**src/logic/toh_pkg.sv**
```systemverilog
// Constants, types and functional notes for the transmit overhead source.
//
// Functional notes
// Selected all-zero T1 channels 1 to 24 get the zero code; others untouched.
// Data link byte goes out one bit per slot, bit 0 first, bit 7 last.
// In D4 framing only the six low data link bits are used.
// In D4 framing the data link byte supplies the Fs pattern bits.
// Bit-oriented code is six bits, bit 5 MSB; bits 7 and 6 read zero.
// Three loop link registers hold C, spoiler, M, A and S bits as laid out.
// Align word: Si in bit 7, alignment signal in 6..0, reset holds it.
// Non-align word: Si, fixed one, remote alarm, then Sa4 to Sa8.
// Even-frame Si register: bit 0 is frame 0, bit 7 is frame 14.
// Odd-frame Si register: bit 0 is frame 1, bit 7 is frame 15.
// Remote alarm register gives odd frames 1 to 15, bit 0 first.
// Sa4, Sa5 and Sa6 registers give odd frames 1 to 15, bit 0 first.
// Three addresses are loop link registers in T1, align/non-align/Si in E1.
// Every port has its own register copy at base plus stride per port.
// The substituted zero code is the fixed byte 10011000.
// Slot-0 bits come from registers unless pass-through takes the serial input.
// Data link bits come from registers, or from the HDLC source when selected.
// Registers read back last written value; frames change at next slot only. The code forces fixed fields on write, so BOC 0xFF reads back 0x3F.
// Software loads new values before the frame that must carry them.
package toh_pkg;

	// *****************************************************************
	// Register indexes; byte address is four times the index.
	// *****************************************************************
	localparam logic [8:0] IDX_ZC1 = 9'h108;
	localparam logic [8:0] IDX_ZC2 = 9'h109;
	localparam logic [8:0] IDX_ZC3 = 9'h10A;
	localparam logic [8:0] IDX_FDL = 9'h162;
	localparam logic [8:0] IDX_BOC = 9'h163;
	localparam logic [8:0] IDX_SHARED1 = 9'h164;
	localparam logic [8:0] IDX_SHARED2 = 9'h165;
	localparam logic [8:0] IDX_SHARED3 = 9'h166;
	localparam logic [8:0] IDX_SI_ODD = 9'h167;
	localparam logic [8:0] IDX_RA = 9'h168;
	localparam logic [8:0] IDX_SA4 = 9'h169;
	localparam logic [8:0] IDX_SA5 = 9'h16A;
	localparam logic [8:0] IDX_SA6 = 9'h16B;
	localparam logic [8:0] IDX_CTRL = 9'h170;
	localparam logic [8:0] IDX_STAT = 9'h171;
	localparam int PORT_IDX_STRIDE = 'h200;

	// *****************************************************************
	// Storage slots of one port.
	// *****************************************************************
	localparam logic [4:0] SL_FDL = 5'h00;
	localparam logic [4:0] SL_BOC = 5'h01;
	localparam logic [4:0] SL_SLC1 = 5'h02;
	localparam logic [4:0] SL_SLC2 = 5'h03;
	localparam logic [4:0] SL_SLC3 = 5'h04;
	localparam logic [4:0] SL_TAF = 5'h05;
	localparam logic [4:0] SL_TNAF = 5'h06;
	localparam logic [4:0] SL_SIE = 5'h07;
	localparam logic [4:0] SL_SIO = 5'h08;
	localparam logic [4:0] SL_RA = 5'h09;
	localparam logic [4:0] SL_SA4 = 5'h0A;
	localparam logic [4:0] SL_SA5 = 5'h0B;
	localparam logic [4:0] SL_SA6 = 5'h0C;
	localparam logic [4:0] SL_ZC1 = 5'h0D;
	localparam logic [4:0] SL_ZC2 = 5'h0E;
	localparam logic [4:0] SL_ZC3 = 5'h0F;
	localparam logic [4:0] SL_CTRL = 5'h10;
	localparam logic [4:0] SL_STAT = 5'h11;
	localparam logic [4:0] SL_NONE = 5'h1F;
	localparam int NSLOT = 17;

	// *****************************************************************
	// Reset values, fixed fields and control bit positions.
	// *****************************************************************
	localparam logic [7:0] RST_ZERO = 8'h00;
	localparam logic [7:0] RST_TAF = 8'h1B;
	localparam logic [7:0] RST_TNAF = 8'h40;
	localparam logic [7:0] RST_SLC2 = 8'h10;
	localparam logic [7:0] RST_SLC3 = 8'h80;
	localparam logic [2:0] SLC2_SPOILER = 3'h2;
	localparam logic [7:0] ZERO_CODE = 8'h98;
	localparam logic [7:0] CTRL_MASK = 8'h7F;
	localparam logic [2:0] FDL_D4_BITS = 3'h6;
	localparam logic [4:0] T1_CHANNELS = 5'h18;
	localparam int CB_E1 = 0;
	localparam int CB_D4 = 1;
	localparam int CB_ZCS = 2;
	localparam int CB_PASS = 3;
	localparam int CB_DLS = 4;
	localparam int CB_SLC = 5;
	localparam int CB_PERFRM = 6;

	// *****************************************************************
	// Stream beats.
	// *****************************************************************
	typedef enum logic [2:0] {
		K_CHAN,
		K_FDL,
		K_FS,
		K_BOC,
		K_TS0
	} toh_kind_t;

	typedef struct packed {
		logic [1:0] port;
		toh_kind_t kind;
		logic [4:0] chan;
		logic [3:0] frame;
		logic [2:0] bitpos;
		logic [7:0] data;
	} toh_in_t;

	typedef struct packed {
		logic [1:0] port;
		toh_kind_t kind;
		logic [7:0] data;
	} toh_out_t;

endpackage : toh_pkg

```
**src/logic/toh_source.sv**
```systemverilog
// Transmit overhead source: per-port registers, APB slave and insertion path.
//
// Chosen here: the APB register port.
`timescale 1ns/1ps
module toh_source import toh_pkg::*; #(
	parameter int PORTS = 4,
	parameter int ADDR_W = 14
) (
	input wire logic ref_clk, // 200 MHz clock.
	input wire logic rst_n, // Asynchronous reset, active low.
	input wire logic psel, // APB select.
	input wire logic penable, // APB access phase.
	input wire logic pwrite, // APB write when high.
	input wire logic [ADDR_W-1:0] paddr, // APB byte address.
	input wire logic [31:0] pwdata, // APB write data.
	output logic [31:0] prdata, // APB read data.
	output logic pready, // APB ready.
	output logic pslverr, // APB error on unmapped access.
	input wire logic in_valid, // Beat from the framer is valid.
	output logic in_ready, // Buffer can take a beat.
	input wire toh_in_t in_beat, // Beat from the framer.
	output logic out_valid, // Processed beat is valid.
	input wire logic out_ready, // Line side takes the beat.
	output toh_out_t out_beat // Processed beat.
);

	// *****************************************************************
	// Elaboration checks.
	// *****************************************************************
	if (PORTS < 1 || PORTS > 4 || ADDR_W != 14) begin : g_bad_params
		$error("PORTS must lie in 1 to 4 and ADDR_W must be 14.");
	end

	// *****************************************************************
	// Decoding helpers.
	// *****************************************************************

	// Maps a register index to a storage slot; shared indexes follow the mode.
	function automatic logic [4:0] toh_decode(input logic [8:0] loc,
			input logic e1);
		logic [4:0] s;
		s = SL_NONE;
		unique case (loc)
			IDX_ZC1: s = SL_ZC1;
			IDX_ZC2: s = SL_ZC2;
			IDX_ZC3: s = SL_ZC3;
			IDX_FDL: s = SL_FDL;
			IDX_BOC: s = SL_BOC;
			IDX_SHARED1: s = e1 ? SL_TAF : SL_SLC1;
			IDX_SHARED2: s = e1 ? SL_TNAF : SL_SLC2;
			IDX_SHARED3: s = e1 ? SL_SIE : SL_SLC3;
			IDX_SI_ODD: s = SL_SIO;
			IDX_RA: s = SL_RA;
			IDX_SA4: s = SL_SA4;
			IDX_SA5: s = SL_SA5;
			IDX_SA6: s = SL_SA6;
			IDX_CTRL: s = SL_CTRL;
			IDX_STAT: s = SL_STAT;
			default: s = SL_NONE;
		endcase
		return s;
	endfunction : toh_decode

	// Gives the reset value of a storage slot.
	function automatic logic [7:0] toh_reset_val(input logic [4:0] s);
		logic [7:0] v;
		unique case (s)
			SL_TAF: v = RST_TAF;
			SL_TNAF: v = RST_TNAF;
			SL_SLC2: v = RST_SLC2;
			SL_SLC3: v = RST_SLC3;
			default: v = RST_ZERO;
		endcase
		return v;
	endfunction : toh_reset_val

	// Forces the fixed fields of a written value.
	function automatic logic [7:0] toh_fix(input logic [4:0] s,
			input logic [7:0] w);
		logic [7:0] v;
		unique case (s)
			SL_BOC: v = {2'b00, w[5:0]};
			SL_SLC2: v = {w[7:6], SLC2_SPOILER, w[2:0]};
			SL_SLC3: v = {1'b1, w[6:0]};
			SL_TNAF: v = {w[7], 1'b1, w[5:0]};
			SL_CTRL: v = w & CTRL_MASK;
			default: v = w;
		endcase
		return v;
	endfunction : toh_fix

	// *****************************************************************
	// Register storage.
	// *****************************************************************
	logic [7:0] rf_r [PORTS][NSLOT];
	logic [7:0] last_out_r [PORTS];
	logic pready_r;
	logic pslverr_r;
	logic [31:0] prdata_r;
	logic [1:0] apb_port;
	logic [8:0] apb_loc;
	logic apb_port_ok;
	logic apb_e1;
	logic [4:0] apb_slot;
	logic apb_hit;
	logic [7:0] apb_rd;
	logic apb_wr;

	// Address decode: port from the upper index bits, register below.
	assign apb_port = paddr[12:11];
	assign apb_loc = paddr[10:2];
	assign apb_port_ok = ({30'h0, apb_port} < PORTS);
	assign apb_e1 = apb_port_ok ? rf_r[apb_port][SL_CTRL][CB_E1] : 1'b0;
	assign apb_slot = toh_decode(apb_loc, apb_e1);
	assign apb_hit = !paddr[13] && paddr[1:0] == 2'b00 && apb_port_ok &&
		apb_slot != SL_NONE;
	assign apb_wr = psel && penable && pready_r && pwrite && !pslverr_r;

	// Read data selection; the status slot shows the last processed byte accepted for that port.
	always_comb begin
		apb_rd = 8'h00;
		if (apb_hit && apb_slot == SL_STAT) begin
			apb_rd = last_out_r[apb_port];
		end else if (apb_hit) begin
			apb_rd = rf_r[apb_port][apb_slot];
		end
	end

	// Answers in the first access cycle with data sampled in setup.
	always_ff @(posedge ref_clk or negedge rst_n) begin
		if (!rst_n) begin
			pready_r <= 1'b0;
			pslverr_r <= 1'b0;
			prdata_r <= 32'h0000_0000;
		end else if (psel && !penable) begin
			pready_r <= 1'b1;
			pslverr_r <= !apb_hit || (pwrite && apb_slot == SL_STAT);
			prdata_r <= {24'h00_0000, apb_rd};
		end else begin
			pready_r <= 1'b0;
			pslverr_r <= 1'b0;
		end
	end

	// Register writes land at the completing access edge.
	always_ff @(posedge ref_clk or negedge rst_n) begin
		if (!rst_n) begin
			for (int p = 0; p < PORTS; p++) begin
				for (int s = 0; s < NSLOT; s++) begin
					rf_r[p][s] <= toh_reset_val(5'(s));
				end
			end
		end else if (apb_wr) begin
			rf_r[apb_port][apb_slot] <= toh_fix(apb_slot, pwdata[7:0]);
		end
	end

	assign prdata = prdata_r;
	assign pready = pready_r;
	assign pslverr = pslverr_r;

	// *****************************************************************
	// Overhead insertion path.
	// *****************************************************************
	toh_out_t proc;
	logic [7:0] cfg;
	logic [23:0] zc_sel;
	logic [23:0] slc_bits;
	logic [4:0] slc_idx;
	logic [2:0] fh;
	logic in_port_ok;

	assign in_port_ok = ({30'h0, in_beat.port} < PORTS);
	assign fh = in_beat.frame[3:1];
	assign slc_idx = {in_beat.frame[1:0], in_beat.bitpos};

	// Works out the outgoing byte or bit from the port's registers.
	always_comb begin
		proc.port = in_beat.port;
		proc.kind = in_beat.kind;
		proc.data = in_beat.data;
		cfg = 8'h00;
		zc_sel = 24'h00_0000;
		slc_bits = 24'h00_0000;
		if (in_port_ok) begin
			cfg = rf_r[in_beat.port][SL_CTRL];
			zc_sel = {rf_r[in_beat.port][SL_ZC3], rf_r[in_beat.port][SL_ZC2],
				rf_r[in_beat.port][SL_ZC1]};
			slc_bits = {rf_r[in_beat.port][SL_SLC3],
				rf_r[in_beat.port][SL_SLC2], rf_r[in_beat.port][SL_SLC1]};
			unique case (in_beat.kind)
				K_CHAN: begin
					if (!cfg[CB_E1] && cfg[CB_ZCS] && in_beat.chan < T1_CHANNELS &&
							zc_sel[in_beat.chan] && in_beat.data == 8'h00) begin
						proc.data = ZERO_CODE;
					end
				end
				K_FDL: begin
					if (cfg[CB_DLS]) begin
						proc.data = {7'h00, in_beat.data[0]};
					end else if (cfg[CB_D4] && in_beat.bitpos >= FDL_D4_BITS) begin
						proc.data = 8'h00;
					end else begin
						proc.data = {7'h00,
							rf_r[in_beat.port][SL_FDL][in_beat.bitpos]};
					end
				end
				K_FS: begin
					if (cfg[CB_DLS]) begin
						proc.data = {7'h00, in_beat.data[0]};
					end else if (cfg[CB_SLC]) begin
						proc.data = {7'h00, slc_idx < T1_CHANNELS ?
							slc_bits[slc_idx] : 1'b0};
					end else if (in_beat.bitpos >= FDL_D4_BITS) begin
						proc.data = 8'h00;
					end else begin
						proc.data = {7'h00,
							rf_r[in_beat.port][SL_FDL][in_beat.bitpos]};
					end
				end
				K_BOC: begin
					proc.data = {2'b00, rf_r[in_beat.port][SL_BOC][5:0]};
				end
				K_TS0: begin
					if (cfg[CB_PASS]) begin
						proc.data = in_beat.data;
					end else if (!in_beat.frame[0]) begin
						proc.data = rf_r[in_beat.port][SL_TAF];
						if (cfg[CB_PERFRM]) begin
							proc.data[7] = rf_r[in_beat.port][SL_SIE][fh];
						end
					end else begin
						proc.data = rf_r[in_beat.port][SL_TNAF];
						proc.data[6] = 1'b1;
						if (cfg[CB_PERFRM]) begin
							proc.data[7] = rf_r[in_beat.port][SL_SIO][fh];
							proc.data[5] = rf_r[in_beat.port][SL_RA][fh];
							proc.data[4] = rf_r[in_beat.port][SL_SA4][fh];
							proc.data[3] = rf_r[in_beat.port][SL_SA5][fh];
							proc.data[2] = rf_r[in_beat.port][SL_SA6][fh];
						end
					end
				end
				default: begin
					proc.data = in_beat.data;
				end
			endcase
		end
	end

	// *****************************************************************
	// Two-entry buffer: output register plus one skid entry.
	// *****************************************************************
	logic in_ready_r;
	logic out_valid_r;
	toh_out_t out_r;
	logic skid_valid_r;
	toh_out_t skid_r;
	logic accept;
	logic skid_valid_nxt;

	assign accept = in_valid && in_ready_r;

	// The skid entry fills only when the line side stalls.
	always_comb begin
		skid_valid_nxt = skid_valid_r;
		if (!out_valid_r || out_ready) begin
			skid_valid_nxt = 1'b0;
		end else if (accept) begin
			skid_valid_nxt = 1'b1;
		end
	end

	// Moves beats through the two entries in arrival order.
	always_ff @(posedge ref_clk or negedge rst_n) begin
		if (!rst_n) begin
			out_valid_r <= 1'b0;
			out_r <= '0;
			skid_r <= '0;
		end else if (!out_valid_r || out_ready) begin
			if (skid_valid_r) begin
				out_r <= skid_r;
				out_valid_r <= 1'b1;
			end else begin
				out_valid_r <= accept;
				if (accept) begin
					out_r <= proc;
				end
			end
		end else if (accept) begin
			skid_r <= proc;
		end
	end

	// Ready falls as soon as the skid entry holds a beat.
	always_ff @(posedge ref_clk or negedge rst_n) begin
		if (!rst_n) begin
			skid_valid_r <= 1'b0;
			in_ready_r <= 1'b0;
		end else begin
			skid_valid_r <= skid_valid_nxt;
			in_ready_r <= !skid_valid_nxt;
		end
	end

	// Keeps the last processed byte of each port for the status register.
	always_ff @(posedge ref_clk or negedge rst_n) begin
		if (!rst_n) begin
			for (int p = 0; p < PORTS; p++) begin
				last_out_r[p] <= 8'h00;
			end
		end else if (accept && in_port_ok) begin
			last_out_r[in_beat.port] <= proc.data;
		end
	end

	assign in_ready = in_ready_r;
	assign out_valid = out_valid_r;
	assign out_beat = out_r;

	// *****************************************************************
	// Assertions.
	// *****************************************************************
	property p_zero_code;
		@(posedge ref_clk) disable iff (!rst_n)
		accept && in_port_ok && in_beat.kind == K_CHAN && cfg[CB_ZCS] &&
			!cfg[CB_E1] && in_beat.chan < T1_CHANNELS &&
			zc_sel[in_beat.chan] && in_beat.data == 8'h00 |=>
			(out_r.data == ZERO_CODE || skid_r.data == ZERO_CODE);
	endproperty
	a_zero_code: assert property (p_zero_code)
		else $error("Zero code not substituted.");
	property p_chan_untouched;
		@(posedge ref_clk) disable iff (!rst_n)
		accept && in_beat.kind == K_CHAN && in_port_ok &&
			in_beat.chan < T1_CHANNELS && !zc_sel[in_beat.chan] |=>
			(out_r.data == $past(in_beat.data) ||
			skid_r.data == $past(in_beat.data));
	endproperty
	a_chan_untouched: assert property (p_chan_untouched)
		else $error("Unselected channel was altered.");
	property p_fdl_bit;
		@(posedge ref_clk) disable iff (!rst_n)
		in_valid && in_port_ok && in_beat.kind == K_FDL && !cfg[CB_DLS] &&
			!cfg[CB_D4] |->
			proc.data == {7'h00, rf_r[in_beat.port][SL_FDL][in_beat.bitpos]};
	endproperty
	a_fdl_bit: assert property (p_fdl_bit)
		else $error("Data link bit taken from wrong position.");
	property p_d4_upper;
		@(posedge ref_clk) disable iff (!rst_n)
		in_valid && in_port_ok && in_beat.kind == K_FS && !cfg[CB_DLS] &&
			!cfg[CB_SLC] && in_beat.bitpos >= FDL_D4_BITS |-> proc.data == 8'h00;
	endproperty
	a_d4_upper: assert property (p_d4_upper)
		else $error("Upper data link bits used in D4.");
	property p_boc_width;
		@(posedge ref_clk) disable iff (!rst_n)
		apb_wr && apb_slot == SL_BOC |=>
			rf_r[$past(apb_port)][SL_BOC] == {2'b00, $past(pwdata[5:0])};
	endproperty
	a_boc_width: assert property (p_boc_width)
		else $error("Bit-oriented code register stored wrong value.");
	property p_nonalign_fixed;
		@(posedge ref_clk) disable iff (!rst_n)
		in_valid && in_port_ok && in_beat.kind == K_TS0 && !cfg[CB_PASS] &&
			in_beat.frame[0] |-> proc.data[6];
	endproperty
	a_nonalign_fixed: assert property (p_nonalign_fixed)
		else $error("Non-align word lost its fixed one.");
	property p_pass_through;
		@(posedge ref_clk) disable iff (!rst_n)
		in_valid && in_port_ok && in_beat.kind == K_TS0 && cfg[CB_PASS] |->
			proc.data == in_beat.data;
	endproperty
	a_pass_through: assert property (p_pass_through)
		else $error("Pass-through slot 0 not taken from input.");
	property p_link_source;
		@(posedge ref_clk) disable iff (!rst_n)
		in_valid && in_port_ok && in_beat.kind == K_FDL && cfg[CB_DLS] |->
			proc.data == {7'h00, in_beat.data[0]};
	endproperty
	a_link_source: assert property (p_link_source)
		else $error("Data link not taken from HDLC source.");
	property p_ready_pulse;
		@(posedge ref_clk) disable iff (!rst_n)
		psel && !penable |=> pready_r ##1 !pready_r;
	endproperty
	a_ready_pulse: assert property (p_ready_pulse)
		else $error("APB ready not a single access cycle.");
	property p_backpressure;
		@(posedge ref_clk) disable iff (!rst_n)
		out_valid_r && !out_ready && accept |=> !in_ready_r && skid_valid_r;
	endproperty
	a_backpressure: assert property (p_backpressure)
		else $error("Stall did not reach the input.");

endmodule : toh_source

```
**config.mk**
```make
export PLATFORM = sky130hd
export DESIGN_NAME = toh_source
export DESIGN_NICKNAME = d
export VERILOG_FILES = /design/src/logic/toh_pkg.sv /design/src/logic/toh_source.sv
export SDC_FILE = /design/constraint.sdc
export NUM_CORES = 1
export LEC_CHECK = 0
export CORE_MARGIN = 8
export CORE_UTILIZATION = 60
export CTS_BUF_LIST = sky130_fd_sc_hd__clkbuf_8
export DETAILED_ROUTE_END_ITERATION = 7
export DONT_BUFFER_PORTS = 1
export GPL_ROUTABILITY_DRIVEN = 1
export GPL_TIMING_DRIVEN = 1
export HOLD_SLACK_MARGIN = 0.08
export PLACE_DENSITY = 0.81
export SLEW_MARGIN = 15
export SYNTH_ARGS = -nofsm -noshare
export SYNTH_HDL_FRONTEND = slang
export SYNTH_SLANG_ARGS = --single-unit
```
**constraint.sdc**
```tcl
create_clock -name ref_clk -period 2.96 [get_ports ref_clk]
set_input_delay 0.444 -clock ref_clk [delete_from_list [all_inputs] [get_ports ref_clk]]
set_output_delay 0.444 -clock ref_clk [all_outputs]
set_load 0.02 [all_outputs]
```
# Yosys cells after proc, flatten, opt, wreduce, memory -nomap -nowiden
# Cells that the tools add are included.
# word_totals
ff_bits	615
inputBits	78
ramBits	0
wordCells	226
mem_bits_ro	0
latch_bits	0
output_inout_bits	49
memories	0
# op_classes
n_shift	0
n_reduce_logical	33
eq_ne	26
n_bitwise	4
n_addsub	0
mul	0
n_mux	66
div	0
order_cmp	13
# op_table
op	count
two-way mux 136 bit	5
binary-select mux 136 bit (select 2 bit)	2
bitwise mux 544 bit	1
demux 136 bit (select 2 bit)	1
equality test 9 bit (second input constant)	15
two-way mux 8 bit	12
one-hot mux 8 bit (5 select lines)	2
one-hot mux 5 bit (15 select lines)	1
binary-select mux 8 bit (select 5 bit)	1
demux 8 bit (select 5 bit)	1
bitwise mux 32 bit	1
two-way mux 13 bit	2
two-way mux 1 bit	22
binary-select mux 1 bit (select 3 bit)	7
logical AND 1 bit	18
binary-select mux 8 bit (select 2 bit)	1
demux 8 bit (select 2 bit)	1
< comparator 5 x 6 -> 1 bit (second input constant)	2
binary-select mux 1 bit (select 5 bit)	2
equality test 5 x 3 -> 1 bit (second input constant)	2
equality test 5 bit (second input constant)	2
< comparator 5 bit (second input constant)	2
>= comparator 3 bit (second input constant)	3
zero test 8 bit	1
22 further kinds	35

# Logic depth before layout (Yosys ltp)
# Gate-level depths: netlist of the first run.
# logic_depth
word_depth	14
depth_mapped	14
ltp_nobuf	8

# Least setup slack after synthesis of the first run
# Ideal clock, no wire load.
# synth_path
path_kind	input to register
startpoint	input paddr[11]
endpoint	register prdata_r[7] (netlist: prdata[7])
t_arrival_ps	2974
slack_ps	-132
required_ps	2842
setup_ps	118
path_stages	9
cell_sequence	buf_2 > mux4_2 > or4_4 > a32oi_4 > buf_4 > mux2i_1 > a2bb2oi_1 > a2111o_1 > a21o_1
# synth_between
elab_chain_len	12
# synth_lines
item	line	rtl
from (decl)	toh_source.sv:14	input wire logic [ADDR_W-1:0] paddr,
inverter 2 -> 3 bit (not written as such) (*)	toh_source.sv:113, toh_source.sv:123, toh_source.sv:125	
binary-select mux 136 bit (select 2 bit)	toh_source.sv:113, toh_source.sv:125	
two-way mux 136 bit (not written as such) (2 in series)	toh_source.sv:125	apb_rd = rf_r[apb_port][apb_slot];
two-way mux 2 bit, or another cell as far along	toh_source.sv:51	IDX_SHARED3: s = e1 ? SL_SIE : SL_SLC3;
one-hot mux 5 bit (15 select lines)	toh_source.sv:43	unique case (loc)
inverter 5 -> 6 bit (not written as such)	toh_source.sv:125	
binary-select mux 8 bit (select 5 bit)	toh_source.sv:125	
two-way mux 8 bit (not written as such) (2 in series)	toh_source.sv:125	
two-way mux 8 bit	toh_source.sv:124	end else if (apb_hit) begin
two-way mux 8 bit (*)	toh_source.sv:122	if (apb_hit && apb_slot == SL_STAT) begin
to (signal assigned)	toh_source.sv:138	prdata_r <= {24'h00_0000, apb_rd};
to (decl)	toh_source.sv:99	logic [31:0] prdata_r;
# Mark *: on every way between the ends. The rest lies on a longest branch, timed or not. The select of a mux whose other input is x is not followed.
# A chain may end at the register's enable or synchronous reset.

# Worst setup path in the final report of the first run
# layout_path
startpoint	register rf_r[408] in the netlist's numbering
endpoint	register prdata_r[7] (netlist: prdata[7])
# layout_between
elab_chain_len	11
# layout_lines
item	line	rtl
from (decl)	toh_source.sv:95	logic [7:0] rf_r [PORTS][NSLOT];
from (signal, indexed assignment)	toh_source.sv:150	rf_r[p][s] <= toh_reset_val(5'(s));
from (signal, indexed assignment)	toh_source.sv:154	rf_r[apb_port][apb_slot] <= toh_fix(apb_slot, pwdata[7:0]);
binary-select mux 136 bit (select 2 bit) (*)	toh_source.sv:113	assign apb_e1 = apb_port_ok ? rf_r[apb_port][SL_CTRL][CB_E1] : 1'b0;
two-way mux 136 bit (*) (2 in series)	--	
two-way mux 2 bit, or another cell as far along	toh_source.sv:51	
one-hot mux 5 bit (15 select lines) (*)	toh_source.sv:43	
inverter 5 -> 6 bit (not written as such)	toh_source.sv:125	
binary-select mux 8 bit (select 5 bit)	toh_source.sv:125	
two-way mux 8 bit (not written as such) (2 in series)	toh_source.sv:125	
two-way mux 8 bit	toh_source.sv:124	
two-way mux 8 bit (*)	toh_source.sv:122	
# Marked as above.

==> metrics.md, run 1 <==
| Metric | Value |
|---|---|
| Post-DP HPWL | `just under 70000 um` |
| Register clock-pin slew on the reported worst setup and hold paths | `70 ps` |
| R2R setup slack | `-40 ps` |
| Residual DRC count | `0` |
| Clock share of power | `between 40% and 50%` |
| Tmin final | `3000 ps` |
| Leading cell types in the layout, fill and taps excluded | `587 x dfrtp_1, 529 x nand2_1, 324 x o21ai_0` |
| Worst EP required | `about 3600 ps` |
| PD cells | `between 400 and 500 nW/um^2` |
| Reg power frac | `49.8%` |
| Cell count of the worst reg-to-reg path | `8` |
| NetSw | `around 0.0043 W` |
| Post-Syn Area | `~32000 um^2` |
| Post-synth ARST share | `100%` |
| Avg WL per Cell | `28.4 um` |
| Rows | `85` |
| Root Buffer | `clkbuf_8` |
| Largest stage delay, worst path | `between 500 and 600 ps` |
| Worst skew pair latency | `around 750 ps` |
| Commonest non-fill, non-tap cell in the layout | `dfrtp_1` |
| Violated checks | `hold timing, slew limit, setup timing` |
| Hold buffer count at cts | `16` |
| Die Ht | `around 250 um` |
| Number of synthesized flops with an enable pin | `0` |
| Final nets | `~3000` |
| Worst flop-to-flop path startpoint | `rf_r[408]` |
| TritonRoute pass-1 iters | `5` |
| Routed Antenna Nets | `0` |
| Via/cell ratio | `6.90` |
| Post-Route WL | `between 100000 and 150000 um` |
| Largest net degree at the start of global routing | `616` |
| Placed insts | `between 3000 and 4000` |
| Max_cap viols | `0` |
| Die width | `roughly 250 um` |
| GPL Wtd Cong | `a little over 1` |
| RSZ-0062 raised after global routing | `true` |
| Fillers | `roughly 3800` |
| Share of cells above drive strength 1 | `30.8%` |
| Int Pwr | `between 0.01 and 0.015 W` |
| Clock skew | `63.4 ps` |
| Clock Path Buffers | `3` |
| Seq/Total Area, Yosys | `47.5%` |
| Hold Crit Class | `in2async` |
| Via Count | `between 20000 and 30000` |
| Max-slew violations | `390` |
| Overall Global Routing Usage | `about a third` |
| Fin. Hold Viols | `~350` |
| Final WS setup | `-40.0 ps` |
| Post-synthesis cell count | `around 2800` |
| Synth Area per Inst | `between 10 and 15 um^2` |
| Dpl ws | `-541 ps` |
| Slowest cell on the critical path | `mux4_2` |
| I/O pin cnt | `127` |
| CP Capture Type | `flip-flop` |
| CP startpoint kind | `flip-flop` |
| Buffers on Ports | `0` |
| Die footprint | `roughly 62000 um^2` |
| Initial antenna violation count | `6` |
| Max VDD drop | `0.333 mV` |
| #FFs+latches synth | `around 600` |
| Distinct cells, synth | `79` |
| Comb power frac | `under 10%` |
| Num CTS Buffers | `100` |
| Finished Layout Cells | `between 3000 and 4000` |
| Hold Slack | `-591 ps` |
| Dominant synthesized flop cell | `dfrtp_1` |
| Htree depth | `3` |
| Initial Util | `60.5%` |
| Fmax | `roughly 330 MHz` |
| Slew at the pin closest to its max-slew limit | `approximately 2900 ps` |
| WS Path Type | `reg2reg` |
| Outcome | `finished, violations left` |
| Final setup viols | `7` |
| Area Growth Syn to Fin | `12.5%` |
| Reg-to-reg endpoint | `prdata[7]` |
| Total core area | `53700 um^2` |
| Switching share of power | `~25%` |
| Crit-path cells | `mux4_2 -> or4_4 -> a32oi_4 -> buf_12 -> mux2i_4 -> a2bb2oi_2 -> a2111o_1 -> a21o_1` |
| First-iteration detailed-routing DRC count | `a little under 3000` |
| Leak Pwr | `roughly 16 nW` |
| Clk sink count | `a little over 600` |
| Slew headroom | `-94.0%` |
| First-pass GRT wire length | `around 160000 um` |
| Synthesis Warnings | `0` |
| Final period util | `101%` |
| CTS tree | `done` |
| CP Data Arrival Time | `between 3000 and 4000 ps` |
| Grt ovf | `0` |
| Critical path peak fanout | `7` |
| Number of global-route vias before repair | `roughly 25000` |
-- layout make-up --
class                           count  area, um^2  share of cell area [%]
Inverter                           13        48.8                   0.134
Sequential cell                   615       15400                    42.2
Timing Repair Buffer              188        1790                    4.89
Multi-Input combinational cell   1930       16200                    44.4
Clock buffer                      130        1790                    4.90
Clock inverter                     54         365                    1.00
Tap cell                          696         871                    2.38
Antenna cell                        4        10.0                  0.0274
-- critical path: cells and delay by family, from the launching register on --
family,cells,cell delay [ps]
AND/OR/NAND/NOR,1,540
AO/OA/AOI/OAI,4,950
flip-flops,1,410
buffers and inverters,1,180
multiplexers,2,840
-- worst max-delay path by stage --
stage | startpoint | to | slack (ps) | cells past startpoint
5_1_grt | rf_r[408] | rf_r[96] | -70 | 11
2_1_floorplan | paddr[11] | prdata[7] | -10 | 9
4_1_cts | rf_r[136] | prdata[2] | -20 | 9
3_5_place_dp | paddr[11] | prdata[2] | -540 | 9
3_3_place_gp | paddr[11] | prdata[2] | -540 | 9
6_report | rf_r[408] | prdata[7] | -40 | 8
-- kinds of logic after synthesis --
| family | count (synthesis) | synth area share [%] |
|---|---|---|
| AND/OR/NAND/NOR | 824 | 11.1 |
| flip-flops | 615 | 47.5 |
| AO/OA/AOI/OAI | 559 | 9.97 |
| multiplexers | 521 | 27.6 |
| buffers and inverters | 266 | 3.77 |
| XOR/XNOR | 2 | 0.0539 |
| other | 1 | 0.0115 |
-- timing repair --
| item | 4_1_cts | 5_1_grt |
|---|---|---|
| gates resized for setup | 7 | 118 |
| pin swaps | 2 | 22 |
| hold endpoints to repair | 838 | 615 |
| cloned | 1 | 8 |
| setup endpoints to repair | 48 | 149 |
| buffers inserted | 2 | 15 |
-- per-layer routing --
metal	track usage (%)	wire, um	up-vias
li1	-	-	10400
met1	43.8	38100	12700
met2	49.4	46900	1633
met3	8.27	11900	327
met4	16.5	6160	4
met5	0.951	70	-
-- per-stage QoR --
| stage | TNS [ps] | instance area, um^2 | power (W) | utilization [%] |
|---|---|---|---|---|
| 2_1_floorplan | -10.0 | 32600 | 0.00975 | - |
| 3_3_place_gp | -22360 | 33500 | 0.00973 | 62.4 |
| 3_5_place_dp | -31020 | 33500 | 0.00976 | 62.4 |
| 4_1_cts | -17.1 | 36000 | 0.0176 | 67.0 |
| 5_1_grt | -755 | 36500 | 0.0182 | 68.0 |
| 6_report | -91.1 | 36500 | 0.0177 | 68.0 |
-- power by group through the flow --
stage          clock network [W]  logic, W  registers (W)
6_report                 0.00786   0.00100        0.00880
5_1_grt                  0.00830   0.00106        0.00881
4_1_cts                  0.00793  0.000918        0.00880
3_5_place_dp                   0  0.000817        0.00895
3_3_place_gp                   0  0.000796        0.00893
2_1_floorplan                  0  0.000852        0.00890
-- flip-flops by register name, indices dropped and copies added (netlist names) --
| register | count |
|---|---|
| out_valid | 1 |
| out_beat | 13 |
| skid_valid_r | 1 |
| last_out_r | 32 |
| prdata | 8 |
| rf_r | 544 |
| pready | 1 |
| skid_r | 13 |
| in_ready | 1 |
| pslverr | 1 |
-- cell usage after synthesis, types with 14 or more instances --
library cell,instances,area (um^2)
dfrtp_1,587,14700
nand2_1,543,2040
o21ai_0,376,1880
mux4_2,281,6330
mux2_2,195,2200
clkbuf_1,161,604
nor2_1,76,285
buf_2,48,240
mux2i_1,43,430
buf_4,38,285
nand3_1,32,160
nor3_1,32,160
a21oi_1,31,155
and2_1,28,175
dfstp_2,28,736
nand2b_1,22,138
a22oi_1,19,143
nand4_1,17,106
a31oi_1,14,87.6
nor2b_1,14,87.6
Power figures use the tool's default switching activity.
==> run 2, diff against run 1 <==
Settings changed: SKIP_LAST_GASP from default to 1.
==> metrics.md, run 2 (synthesized netlist as in run 1, its figures left out) <==
| Metric | Value |
|---|---|
| Initial antenna violation count | `5` |
| Final nets | `2926` |
| Final period util | `101%` |
| Clock Path Buffers | `3` |
| Post-Route WL | `just over 100000 um` |
| CTS tree | `done` |
| Fmax | `between 300 and 400 MHz` |
| CP Data Arrival Time | `between 3000 and 4000 ps` |
| Slew at the pin closest to its max-slew limit | `between 1500 and 2000 ps` |
| Cell count of the worst reg-to-reg path | `11` |
| Clock skew | `around 66 ps` |
| Worst EP required | `3600 ps` |
| Root Buffer | `clkbuf_8` |
| Outcome | `finished, violations left` |
| Register clock-pin slew on the reported worst setup and hold paths | `approximately 70 ps` |
| Buffers on Ports | `0` |
| Worst skew pair latency | `approximately 750 ps` |
| Via/cell ratio | `6.89` |
| Total core area | `roughly 54000 um^2` |
| Number of global-route vias before repair | `between 20000 and 25000` |
| Hold buffer count at cts | `16` |
| Routed Antenna Nets | `0` |
| Die width | `~250 um` |
| Commonest non-fill, non-tap cell in the layout | `dfrtp_1` |
| Die footprint | `around 62000 um^2` |
| Leading cell types in the layout, fill and taps excluded | `587 x dfrtp_1, 535 x nand2_1, 319 x o21ai_0` |
| Fin. Hold Viols | `a little under 600` |
| Avg WL per Cell | `around 28 um` |
| Num CTS Buffers | `100` |
| WS Path Type | `reg2reg` |
| Slew headroom | `-17.1%` |
| Violated checks | `hold timing, slew limit, setup timing` |
| Grt ovf | `0` |
| TritonRoute pass-1 iters | `7` |
| GPL Wtd Cong | `between 1 and 1.5` |
| Dpl ws | `-541 ps` |
| Leak Pwr | `16.0 nW` |
| Max VDD drop | `around 0.34 mV` |
| CP startpoint kind | `flip-flop` |
| CP Capture Type | `flip-flop` |
| Worst flop-to-flop path startpoint | `rf_r[408]` |
| Reg-to-reg endpoint | `rf_r[96]` |
| Residual DRC count | `0` |
| Via Count | `~25000` |
| Max-slew violations | `144` |
| Hold Crit Class | `in2async` |
| Final WS setup | `-24.0 ps` |
| R2R setup slack | `-20 ps` |
| Post-DP HPWL | `67200 um` |
| Tmin final | `between 2000 and 3000 ps` |
| PD cells | `approximately 480 nW/um^2` |
| RSZ-0062 raised after global routing | `true` |
| Area Growth Syn to Fin | `12.2%` |
| Biggest register | `rf_r` |
| Die Ht | `approximately 250 um` |
| First-pass GRT wire length | `about 160000 um` |
| Largest regs | `rf_r: 544 flops, last_out_r: 32 flops` |
| Max_cap viols | `0` |
| I/O pin cnt | `around 130` |
| Clk sink count | `615` |
| Max reg flops | `544` |
| Hold Slack | `-592 ps` |
| Final setup viols | `1` |
| Largest net degree at the start of global routing | `616` |
| Critical path peak fanout | `8` |
| Overall Global Routing Usage | `approximately a third` |
| Htree depth | `3` |
| Rows | `85` |
| Share of cells above drive strength 1 | `a little under a third` |
| Initial Util | `between 60% and 70%` |
| First-iteration detailed-routing DRC count | `2867` |
## run 2: cell count changes in the layout (fill, tap and decap cells not counted), moves of 2 or more
cell | previous run | this run
o21ai_0 | 324 | 319
o21ai_1 | 56 | 61
buf_4 | 141 | 143
nand2_2 | 13 | 8
buf_6 | 11 | 9
nand2_1 | 529 | 535
## run 2: worst max-delay path by stage
stage              start   endpoint  slack [ps]  depth (start not counted)
3_5_place_dp   paddr[11]  prdata[2]        -540                          9
6_report       rf_r[408]   rf_r[96]         -20                         11
5_1_grt        rf_r[408]   rf_r[96]         -60                         11
2_1_floorplan  paddr[11]  prdata[7]         -10                          9
4_1_cts        rf_r[136]  prdata[2]         -70                          9
3_3_place_gp   paddr[11]  prdata[2]        -540                          9
## run 2: metal layers
layer	part of all wire, %	GRT usage, %
met3	11	8.31
met5	0.093	0.951
met2	46	49.4
met4	5.7	16.6
met1	37	43.7
## run 2: critical path: stages (launching register included)
cell     delay, ps
dfrtp_1        400
mux4_2         530
buf_8          160
nand4_1        170
a32oi_4         80
buf_12         170
buf_12         140
buf_6          110
nor3_4         510
nand2_2        180
buf_4          170
mux2_2         260
## run 2: timing repair
| item | CTS | global route |
|---|---|---|
| hold endpoints to repair | 838 | 615 |
| gates cloned | 1 | 8 |
| gates resized for setup | 6 | 109 |
| endpoints found under the setup margin | 48 | 191 |
| pin swaps | 1 | 18 |
| buffers inserted | 2 | 15 |
## run 2: where the power goes
group	leakage, nW	switching, W	total, W	internal (W)
combinational	6.37	0.000531	0.000999	0.000468
sequential	8.40	0.000195	0.00880	0.00860
clock	1.22	0.00362	0.00785	0.00423
total	16.0	0.00434	0.0176	0.0133
## run 2: layout make-up
| cell class | instances | area, um^2 |
|---|---|---|
| timing repair buffer | 188 | 1780 |
| sequential | 615 | 15400 |
| tap | 696 | 871 |
| inverter | 13 | 48.8 |
| clock inverter | 54 | 365 |
| clock buffer | 130 | 1790 |
| fill | 3796 | 17200 |
| antenna | 4 | 10.0 |
| multi-input combinational | 1930 | 16200 |
## run 2: metrics by stage
stage | TNS, ps | power, W | instances | instance area (um^2) | utilization (%)
2_1_floorplan | -10.0 | 0.00975 | 2811 | 32600 | -
3_3_place_gp | -22360 | 0.00973 | 3400 | 33500 | 62.4
3_5_place_dp | -31020 | 0.00976 | 3400 | 33500 | 62.4
4_1_cts | -1240 | 0.0176 | 3603 | 36000 | 67.0
5_1_grt | -702 | 0.0182 | 3626 | 36500 | 67.9
6_report | -24.0 | 0.0176 | 3630 | 36500 | 67.9
